--- config.mk ---
export PLATFORM = sky130hd
export DESIGN_NAME = servo_guard
export DESIGN_NICKNAME = d
export VERILOG_FILES = /design/src/hdl/servo_guard_pkg.sv /design/src/hdl/tick_divider.sv /design/src/hdl/servo_guard.sv
export VERILOG_INCLUDE_DIRS = /design/src /design/src/hdl
export SDC_FILE = /design/constraint.sdc
export NUM_CORES = 1
export LEC_CHECK = 0
export ABC_AREA = 0
export BUFFER_PORTS_ARGS = -buffer_cell sky130_fd_sc_hd__buf_2
export CORE_ASPECT_RATIO = 2
export CORE_MARGIN = 4
export CORE_UTILIZATION = 35
export CTS_BUF_LIST = sky130_fd_sc_hd__clkbuf_16
export CTS_CLUSTER_DIAMETER = 60
export DETAILED_ROUTE_END_ITERATION = 8
export HOLD_SLACK_MARGIN = 0.1
export PLACE_DENSITY_LB_ADDON = 0.05
export SYNTH_ARGS = -nofsm -noshare
export SYNTH_HDL_FRONTEND = slang
export SYNTH_SLANG_ARGS = --single-unit
--- constraint.sdc ---
create_clock -name clk -period 4.8 [get_ports clk]
set_clock_uncertainty 0.15 [all_clocks]
set_input_delay 0.96 -clock clk [delete_from_list [all_inputs] [get_ports clk]]
set_output_delay 0.96 -clock clk [all_outputs]
set_load 0.02 [all_outputs]
--- src/hdl/servo_guard_params.svh ---
/*
  Offsets, field positions, reset values and timing counts of the
  collision detection and automatic servo-off block.
  Assumes a 50 MHz clock and a 32-bit plain register port.
*/
`ifndef SERVO_GUARD_PARAMS_SVH
`define SERVO_GUARD_PARAMS_SVH

`define CLK_HZ          50000000
`define TICK_MS_TIME    1
`define TICK_MS_CYCLES  ((`CLK_HZ / 1000) * `TICK_MS_TIME)
`define MS_PER_S        1000

`define OFS_CFG         8'h00
`define OFS_JUDGE_MS    8'h04
`define OFS_DELAY1      8'h08
`define OFS_DELAY2      8'h0c
`define OFS_DELAY3      8'h10
`define OFS_STATE       8'h14
`define OFS_IRQ_STAT    8'h18
`define OFS_IRQ_MASK    8'h1c
`define OFS_CMD         8'h20
`define OFS_TABLE       8'h40
`define TABLE_WORDS     16

`define CFG_SEL_LSB     0
`define CFG_GMODE_LSB   4
`define CFG_CMODE_BIT   8
`define TBL_MODE_LSB    16

`define RST_CFG         32'h00000000
`define RST_JUDGE_MS    14'd255
`define JUDGE_MS_MAX    14'd9999
`define THRESH_MAX      7'd100
`define RST_DELAY       16'h0000

`define IRQ_COLLISION   0
`define IRQ_SERVO_OFF   1
`define IRQ_DONE        2
`define IRQ_BITS        3

`endif

--- src/hdl/servo_guard_pkg.sv ---
/*
  Types of the collision detection and automatic servo-off block.
  Assumes nothing of its surroundings.
*/
package servo_guard_pkg;

  localparam int POS_COUNT = 8;

  typedef logic [2:0] pos_no_t;

  typedef enum logic [1:0] {
    STOP_KEEP_ON,
    STOP_DELAY1,
    STOP_DELAY2,
    STOP_DELAY3
  } stop_mode_e;

  typedef enum {
    SV_IDLE,
    SV_MOVING,
    SV_WAIT_OFF,
    SV_AUTO_OFF,
    SV_FAULT
  } servo_state_e;

  typedef struct packed {
    logic        move_start;
    pos_no_t     target_no;
    logic        from_table;
    logic        pressing;
    logic        pause_release;
    logic        move_done;
    logic        press_contact;
    logic        in_position;
    logic [6:0]  cmd_current_pct;
    logic [15:0] current_pos;
  } motion_in_s;

  typedef struct packed {
    stop_mode_e  stop_mode;
    logic [6:0]  threshold;
    logic [15:0] zone_hi;
    logic [15:0] zone_lo;
  } pos_entry_s;

endpackage

--- src/hdl/tick_divider.sv ---
/*
  Divides the core clock into one-cycle millisecond and second enables.
  Assumes one clock and an asynchronous active-low reset.
*/
`timescale 1ns/100ps
`include "servo_guard_params.svh"

module tick_divider #(
  parameter int MS_CYCLES = `TICK_MS_CYCLES
) (
  input  wire logic clk,
  input  wire logic rst_n,
  output logic      tick_ms,
  output logic      tick_s
);

  logic [31:0] cyc_reg;
  logic [9:0]  ms_reg;

  always_ff @(posedge clk or negedge rst_n) begin
    if (!rst_n) begin
      cyc_reg <= 32'h0;
      tick_ms <= 1'b0;
    end else if (cyc_reg == 32'(MS_CYCLES - 1)) begin
      cyc_reg <= 32'h0;
      tick_ms <= 1'b1;
    end else begin
      cyc_reg <= cyc_reg + 32'h1;
      tick_ms <= 1'b0;
    end
  end

  always_ff @(posedge clk or negedge rst_n) begin
    if (!rst_n) begin
      ms_reg <= 10'h0;
      tick_s <= 1'b0;
    end else begin
      tick_s <= 1'b0;
      if (tick_ms) begin
        if (ms_reg == 10'(`MS_PER_S - 1)) begin
          ms_reg <= 10'h0;
          tick_s <= 1'b1;
        end else begin
          ms_reg <= ms_reg + 10'h1;
        end
      end
    end
  end

endmodule

--- src/hdl/servo_guard.sv ---
/*
  Collision detection and automatic servo-off supervisor with its
  register port, position table and interrupt logic.
  Assumes motion inputs synchronous to clk and a master that never
  asserts both strobes at once.
*/
// The register addresses and the address-and-strobe port were chosen for this implementation.
`timescale 1ns/100ps
`include "servo_guard_params.svh"

module servo_guard
  import servo_guard_pkg::*;
#(
  parameter int MS_CYCLES = `TICK_MS_CYCLES
) (
  input  wire logic        clk,
  input  wire logic        rst_n,
  input  wire logic [7:0]  reg_addr,
  input  wire logic [31:0] reg_wdata,
  input  wire logic        reg_wr,
  input  wire logic        reg_rd,
  output logic [31:0]      reg_rdata,
  input  wire motion_in_s  motion,
  output logic             servo_on,
  output logic             load_judge,
  output logic             alarm_cancel,
  output logic             alarm_message,
  output logic             positioning_complete,
  output pos_no_t          completed_position_number,
  output logic [POS_COUNT-1:0] per_position_done_flag,
  output logic             led_steady_green,
  output logic             irq
);

  function automatic logic hit(input logic [7:0] a, input logic [7:0] o);
    hit = (a == o);
  endfunction

  function automatic logic in_zone(input logic [15:0] p,
                                   input pos_entry_s  e);
    in_zone = (p >= e.zone_lo) && (p <= e.zone_hi);
  endfunction

  logic        tick_ms;
  logic        tick_s;
  logic [2:0]  sel_reg;
  stop_mode_e  gmode_reg;
  logic        cmode_reg;
  logic [13:0] judge_ms_reg;
  logic [15:0] delay_reg [3];
  logic [31:0] table_reg [`TABLE_WORDS];
  logic [`IRQ_BITS-1:0] irq_stat_reg;
  logic [`IRQ_BITS-1:0] irq_mask_reg;
  logic        alarm_clear;
  servo_state_e state_reg;
  servo_state_e state_next;
  pos_no_t     cur_no_reg;
  logic        positioned_reg;
  logic        table_move_reg;
  logic        pressing_reg;
  logic        suppress_reg;
  logic        after_pause_reg;
  logic        done_reg;
  logic [13:0] dwell_reg;
  logic [15:0] sec_reg;
  logic [15:0] delay_sel;
  stop_mode_e  mode_sel;
  pos_entry_s  entry;
  logic        detect_en;
  logic        exempt_sel;
  logic        over;
  logic        collision;
  logic        arm;
  logic        expire;

  tick_divider #(
    .MS_CYCLES (MS_CYCLES)
  ) u_tick (
    .clk     (clk),
    .rst_n   (rst_n),
    .tick_ms (tick_ms),
    .tick_s  (tick_s)
  );

  // Register writes
  always_ff @(posedge clk or negedge rst_n) begin
    if (!rst_n) begin
      sel_reg      <= 3'h0;
      gmode_reg    <= STOP_KEEP_ON;
      cmode_reg    <= 1'b0;
      judge_ms_reg <= `RST_JUDGE_MS;
      irq_mask_reg <= '0;
    end else if (reg_wr) begin
      if (hit(reg_addr, `OFS_CFG)) begin
        sel_reg   <= reg_wdata[`CFG_SEL_LSB +: 3];
        gmode_reg <= stop_mode_e'(reg_wdata[`CFG_GMODE_LSB +: 2]);
        cmode_reg <= reg_wdata[`CFG_CMODE_BIT];
      end
      if (hit(reg_addr, `OFS_JUDGE_MS)) begin
        // Out-of-range values in bits 13:0 saturate; the upper bits are ignored
        if (reg_wdata[13:0] > `JUDGE_MS_MAX) begin
          judge_ms_reg <= `JUDGE_MS_MAX;
        end else begin
          judge_ms_reg <= reg_wdata[13:0];
        end
      end
      if (hit(reg_addr, `OFS_IRQ_MASK)) begin
        irq_mask_reg <= reg_wdata[`IRQ_BITS-1:0];
      end
    end
  end

  genvar gi;
  generate
    for (gi = 0; gi < 3; gi++) begin : g_delay
      always_ff @(posedge clk or negedge rst_n) begin
        if (!rst_n) begin
          delay_reg[gi] <= `RST_DELAY;
        end else if (reg_wr &&
                     hit(reg_addr, 8'(`OFS_DELAY1 + 4 * gi))) begin
          delay_reg[gi] <= reg_wdata[15:0];
        end
      end
    end
    for (gi = 0; gi < `TABLE_WORDS; gi++) begin : g_table
      always_ff @(posedge clk or negedge rst_n) begin
        if (!rst_n) begin
          table_reg[gi] <= 32'h0;
        end else if (reg_wr &&
                     hit(reg_addr, 8'(`OFS_TABLE + 4 * gi))) begin
          table_reg[gi] <= reg_wdata;
        end
      end
    end
    for (gi = 0; gi < POS_COUNT; gi++) begin : g_flag
      assign per_position_done_flag[gi] =
        positioning_complete && (completed_position_number == pos_no_t'(gi));
    end
  endgenerate

  assign alarm_clear = reg_wr && hit(reg_addr, `OFS_CMD) && reg_wdata[0];

  // Read data, one cycle after the strobe; unmapped reads give zero
  always_ff @(posedge clk or negedge rst_n) begin
    if (!rst_n) begin
      reg_rdata <= 32'h0;
    end else if (reg_rd) begin
      reg_rdata <= 32'h0;
      if (hit(reg_addr, `OFS_CFG)) begin
        reg_rdata <= {23'h0, cmode_reg, 2'h0, gmode_reg, 1'b0, sel_reg};
      end
      if (hit(reg_addr, `OFS_JUDGE_MS)) begin
        reg_rdata <= {18'h0, judge_ms_reg};
      end
      for (int i = 0; i < 3; i++) begin
        if (hit(reg_addr, 8'(`OFS_DELAY1 + 4 * i))) begin
          reg_rdata <= {16'h0, delay_reg[i]};
        end
      end
      if (hit(reg_addr, `OFS_STATE)) begin
        reg_rdata <= {24'h0, led_steady_green, alarm_message,
                      alarm_cancel, load_judge, 3'(state_reg), servo_on};
      end
      if (hit(reg_addr, `OFS_IRQ_STAT)) begin
        reg_rdata <= {29'h0, irq_stat_reg};
      end
      if (hit(reg_addr, `OFS_IRQ_MASK)) begin
        reg_rdata <= {29'h0, irq_mask_reg};
      end
      for (int i = 0; i < `TABLE_WORDS; i++) begin
        if (hit(reg_addr, 8'(`OFS_TABLE + 4 * i))) begin
          reg_rdata <= table_reg[i];
        end
      end
    end
  end

  // Table entry of the position being moved to or held
  always_comb begin
    entry.zone_lo   = table_reg[2 * cur_no_reg + 1][15:0];
    entry.zone_hi   = table_reg[2 * cur_no_reg + 1][31:16];
    entry.threshold = table_reg[2 * cur_no_reg][6:0];
    entry.stop_mode = stop_mode_e'(table_reg[2 * cur_no_reg]
                                   [`TBL_MODE_LSB +: 2]);
  end

  assign detect_en  = sel_reg[0];
  assign exempt_sel = sel_reg[1];
  // Thresholds above 100 are treated as 100
  assign over = (entry.threshold != 7'h0) &&
                (motion.cmd_current_pct >
                 ((entry.threshold > `THRESH_MAX) ? `THRESH_MAX
                                                  : entry.threshold));
  assign collision = detect_en && !suppress_reg && (state_reg == SV_MOVING)
                     && tick_ms && (dwell_reg > judge_ms_reg);

  // Movement bookkeeping
  always_ff @(posedge clk or negedge rst_n) begin
    if (!rst_n) begin
      cur_no_reg      <= '0;
      table_move_reg  <= 1'b0;
      pressing_reg    <= 1'b0;
      suppress_reg    <= 1'b0;
      after_pause_reg <= 1'b0;
      positioned_reg  <= 1'b0;
    end else begin
      if (motion.pause_release) begin
        after_pause_reg <= 1'b1;
      end
      if (motion.move_start && state_reg != SV_FAULT) begin
        cur_no_reg     <= motion.target_no;
        table_move_reg <= motion.from_table;
        pressing_reg   <= motion.pressing;
        // Exempt moves stay exempt for their whole length
        suppress_reg   <= exempt_sel && (after_pause_reg || motion.pause_release
                          || in_zone(motion.current_pos,
                             pos_entry_s'({entry.stop_mode, entry.threshold,
                             table_reg[2 * motion.target_no + 1]})));
        after_pause_reg <= 1'b0;
      end
      if (motion.move_done && state_reg == SV_MOVING) begin
        positioned_reg <= 1'b1;
      end
    end
  end

  // In-zone dwell above threshold, in milliseconds
  always_ff @(posedge clk or negedge rst_n) begin
    if (!rst_n) begin
      dwell_reg <= 14'h0;
    end else if (state_reg != SV_MOVING || !over ||
                 !in_zone(motion.current_pos, entry)) begin
      dwell_reg <= 14'h0;
    end else if (tick_ms && dwell_reg != 14'h3fff) begin
      dwell_reg <= dwell_reg + 14'h1;
    end
  end

  // Global mode until first positioning, table mode after table moves
  assign mode_sel = (positioned_reg && table_move_reg) ? entry.stop_mode
                                                       : gmode_reg;
  always_comb begin
    case (mode_sel)
      STOP_DELAY1: delay_sel = delay_reg[0];
      STOP_DELAY2: delay_sel = delay_reg[1];
      STOP_DELAY3: delay_sel = delay_reg[2];
      default:     delay_sel = 16'h0;
    endcase
  end

  // A press that touched something holds position, so it never arms
  assign arm = motion.move_done &&
               !(pressing_reg && motion.press_contact);
  assign expire = (mode_sel != STOP_KEEP_ON) &&
                  (sec_reg >= delay_sel);

  always_comb begin
    state_next = state_reg;
    case (state_reg)
      SV_IDLE: begin
        if (motion.move_start) begin
          state_next = SV_MOVING;
        // Only idle before the first positioning times out; idle after a contacted press holds
        end else if (expire && !positioned_reg) begin
          state_next = SV_AUTO_OFF;
        end
      end
      SV_MOVING: begin
        if (collision && !sel_reg[2]) begin
          state_next = SV_FAULT;
        end else if (motion.move_done) begin
          state_next = arm ? SV_WAIT_OFF : SV_IDLE;
        end
      end
      SV_WAIT_OFF: begin
        if (motion.move_start) begin
          state_next = SV_MOVING;
        end else if (expire) begin
          state_next = SV_AUTO_OFF;
        end
      end
      SV_AUTO_OFF: begin
        if (motion.move_start) begin
          state_next = SV_MOVING;
        end
      end
      SV_FAULT: begin
        if (alarm_clear) begin
          state_next = SV_IDLE;
        end
      end
      default: state_next = SV_IDLE;
    endcase
  end

  always_ff @(posedge clk or negedge rst_n) begin
    if (!rst_n) begin
      state_reg <= SV_IDLE;
    end else begin
      state_reg <= state_next;
    end
  end

  // Seconds since completion; power-up idle counts from reset
  always_ff @(posedge clk or negedge rst_n) begin
    if (!rst_n) begin
      sec_reg <= 16'h0;
    end else if (state_next != state_reg ||
                 (state_reg == SV_IDLE && positioned_reg)) begin
      sec_reg <= 16'h0;
    end else if (tick_s && sec_reg != 16'hffff) begin
      sec_reg <= sec_reg + 16'h1;
    end
  end

  // Alarms stay until software clears them
  always_ff @(posedge clk or negedge rst_n) begin
    if (!rst_n) begin
      load_judge    <= 1'b0;
      alarm_cancel  <= 1'b0;
      alarm_message <= 1'b0;
    end else if (collision) begin
      load_judge    <= 1'b1;
      alarm_cancel  <= alarm_cancel  | !sel_reg[2];
      alarm_message <= alarm_message |  sel_reg[2];
    end else if (alarm_clear) begin
      load_judge    <= 1'b0;
      alarm_cancel  <= 1'b0;
      alarm_message <= 1'b0;
    end
  end

  always_ff @(posedge clk or negedge rst_n) begin
    if (!rst_n) begin
      done_reg <= 1'b0;
    end else if (state_next == SV_MOVING || state_next == SV_FAULT) begin
      done_reg <= 1'b0;
    end else if (motion.move_done && state_reg == SV_MOVING) begin
      done_reg <= 1'b1;
    end
  end

  always_ff @(posedge clk or negedge rst_n) begin
    if (!rst_n) begin
      servo_on                  <= 1'b1;
      positioning_complete      <= 1'b0;
      completed_position_number <= '0;
      led_steady_green          <= 1'b0;
    end else begin
      servo_on <= !(state_next == SV_AUTO_OFF ||
                    state_next == SV_FAULT);
      led_steady_green <= (state_next == SV_AUTO_OFF);
      if (state_next == SV_AUTO_OFF) begin
        positioning_complete <= cmode_reg && done_reg &&
                                motion.in_position;
      end else if (state_next == SV_MOVING || state_next == SV_FAULT) begin
        // A new command drops completion at once, not a cycle later
        positioning_complete <= 1'b0;
      end else begin
        positioning_complete <= done_reg ||
          (motion.move_done && state_reg == SV_MOVING);
      end
      if (state_next == SV_AUTO_OFF && !cmode_reg) begin
        completed_position_number <= '0;
      end else begin
        completed_position_number <= cur_no_reg;
      end
    end
  end

  // Sticky events; a new event wins over a same-cycle clear
  always_ff @(posedge clk or negedge rst_n) begin
    if (!rst_n) begin
      irq_stat_reg <= '0;
    end else begin
      irq_stat_reg <=
        (irq_stat_reg &
         ~((reg_wr && hit(reg_addr, `OFS_IRQ_STAT)) ?
           reg_wdata[`IRQ_BITS-1:0] : {`IRQ_BITS{1'b0}})) |
        {motion.move_done && state_reg == SV_MOVING,
         state_next == SV_AUTO_OFF && state_reg != SV_AUTO_OFF,
         collision};
    end
  end

  assign irq = |(irq_stat_reg & irq_mask_reg);

endmodule

==> run metrics <==
Skew-Pair Late Insertion Delay 0.68 ns; initial antenna violation count 7; GRT overflow 0; Sink Count 742; DRC viols 0; post-synthesis instance total 3311; ys flop type dfrtp_1; Avg Inst Size Synth 12.1 um2; synth top area cells dfrtp_1 (46%), mux2_2 (17%), mux4_2 (8.2%), ha_1 (3.3%), mux2i_1 (2.4%); First-pass DRT Iterations 9; Rel. slew slack 20.2%; status completed; final worst-path cycle share 97.6%; Starting Density 35.2%; Max Fclk 0.213 GHz; asr flop ratio synth 100%; largest net degree at the start of global routing 105; final setup violation count 0; final instance area 46100 um2; DP Area 43400 um2; Final Max Slew Viols 0; HP Class reg -> reg; CTS tree yes; flops & latches, synth 742; Data arrival, critical path 5.14 ns; Die Height 486 um; CP Capture Type flop; htree depth 3; Reg area approximately 19000 um2; Tot Pwr 14.7 mW; first-pass GRT wire length 249 mm; Hold Fails Final Rpt 0; Worst Tran Pin Value 1.20 ns; routed vias around 31000; Clock Path Buffers 3; I/O Buffers 126; vias in the first global route 32567; DRT iter0 DRCs 2478; Routed WL 178 mm; Post-synth EDFFs 0; Critical Path RT 5.26 ns; Tot GR Track Use 29.1%; Post-Layout Cell Count 5041; number of flip-flops under the largest register name 512; Yosys top cell area share 45.8%; detailed placement HPWL between 100 and 150 mm; layout cells sized above 1 35.2%; fin nets ~3700; pwr/cell area 319 nW/um2; core area 114000 um2; crit path time final 4.69 ns; RSZ-0062 raised after global routing yes; row cnt 175; CP Launch Type flop; die area 120000 um2; Area growth syn-to-layout 15.1%; dpl cells 4888; fill count 10790; IO Count 127; Synth area leader dfrtp_1; Cell Area, Synth 40100 um2; CTS clk-pin slew, worst paths 0.07 ns; commonest non-fill, non-tap cell in the layout dfrtp_1; max-cap violations 0; Ys Warns 0; root buf cell clkbuf_16; Avg WL per Cell approximately 35 um; Synth cell types 85; DRT antenna net count 0; Seq/Total Area, Yosys 46.4%; total CTS buffers 78; VDD IR-drop max roughly 0.28 mV; footprint of the multi-input gates 20600 um2; kind of critical path reg -> reg; most frequent cells in the layout dfrtp_1 (730), mux2_2 (593), buf_4 (162); worst-path fanout max 8; Final GP Congestion 0.938; Via density 6.13; Leak 21.1 nW; setup TNS 0 ns; Die X 247 um
worst paths after layout:
path	from	to	slack (ns)	cells after the start
min reg2reg	u_tick.cyc_reg[0]	u_tick.cyc_reg[0]	0.31	1
min in group asynchronous	rst_n	positioning_complete	0.70	2
min	u_tick.cyc_reg[0]	u_tick.cyc_reg[0]	0.31	1
max in group asynchronous	rst_n	table_reg[418]	2.59	3
max reg2reg	cur_no_reg[0]	sec_reg[10]	0.11	17
max	cur_no_reg[0]	sec_reg[10]	0.11	17
stage by stage:
| stage | setup WS (ns) | hold WS (ns) | utilization (%) |
|---|---|---|---|
| global placement | 0.0480 | 0.290 | 38.2 |
| floorplan | 0.0876 | 0.275 | - |
| CTS | 0.00691 | 0.315 | 40.3 |
| global route | -0.0557 | 0.331 | 40.6 |
| finish | 0.115 | 0.307 | 40.6 |
| detailed placement | 0.0423 | 0.307 | 38.2 |
layer usage:
metal	vias up	GRT usage, %	routed length (um)
met4	4	21.1	16400
met1	16198	31.1	60300
li1	12866	-	-
met5	-	0	26
met2	1334	52.3	92700
met3	507	3.68	8320
critical path, stage by stage, from the launching register on:
cell	delay, ns
dfrtp_4	0.46
mux4_2	0.53
mux2i_1	0.16
buf_4	0.19
a31o_4	0.23
mux2i_1	0.22
nor2_1	0.05
a21oi_1	0.13
ha_1	0.26
a211o_1	0.26
a221o_1	0.30
a211o_1	0.26
a41o_1	0.28
a221oi_4	0.33
xor2_1	0.21
nand4_2	0.25
clkbuf_16	0.28
nor2_4	0.07
Yosys cell counts, types with 6 or more instances:
library cell	count
mux4_2	145
o22a_1	6
nor4_1	22
xnor2_1	45
nor2b_1	18
buf_1	64
o21ai_0	139
a22oi_1	46
a211oi_1	13
a31oi_1	22
nor2_1	176
nand2b_1	10
dfrtp_1	733
dfstp_2	9
o221ai_1	18
nand2_1	161
nand4_1	38
a222oi_1	35
nand3_1	43
ha_1	105
mux2_2	593
a21o_1	32
o22ai_1	43
a221oi_1	26
clkbuf_1	167
and3_1	26
o21a_1	10
a2111oi_0	7
a22o_1	13
inv_1	46
nor3_1	47
a21oi_1	144
nor2_2	12
buf_2	17
a221o_1	11
and2_1	7
or3_1	12
xor2_1	18
o31ai_1	14
o211ai_1	12
o32ai_1	9
mux2i_1	96
and4_1	10
a211o_1	6
power breakdown:
part           switching (mW)  internal, mW
clock                    2.79          3.38
sequential              0.302          6.53
combinational            1.00         0.677
total                    4.09          10.6
timing repair:
item	4_1_cts	5_1_grt
setup endpoints to repair	0	32
hold endpoints to repair	17	0
gates resized for setup	0	31
setup buffers	0	5
hold buffers	1	0
layout make-up:
class	instances	area share (%)
multi-input cells	2295	44.8
flip-flops and latches	742	40.3
repair buffers	310	5.07
clock buffers	81	4.40
well taps	1504	4.08
clock inverters	58	0.958
inverters	47	0.383
diodes	4	0.0217
cell families after synthesis:
logic type	Yosys count	synth area share, %
AOI/OAI and AO/OA	637	10.7
xor gates and xnor gates	63	1.38
adders and majority gates	105	3.28
buffers and inverters	303	3.00
DFF	742	46.4
muxes	840	27.6
other	1	0.00936
and+or+nand+nor	620	7.67
Note: power is estimated with default switching activity, not from simulation.
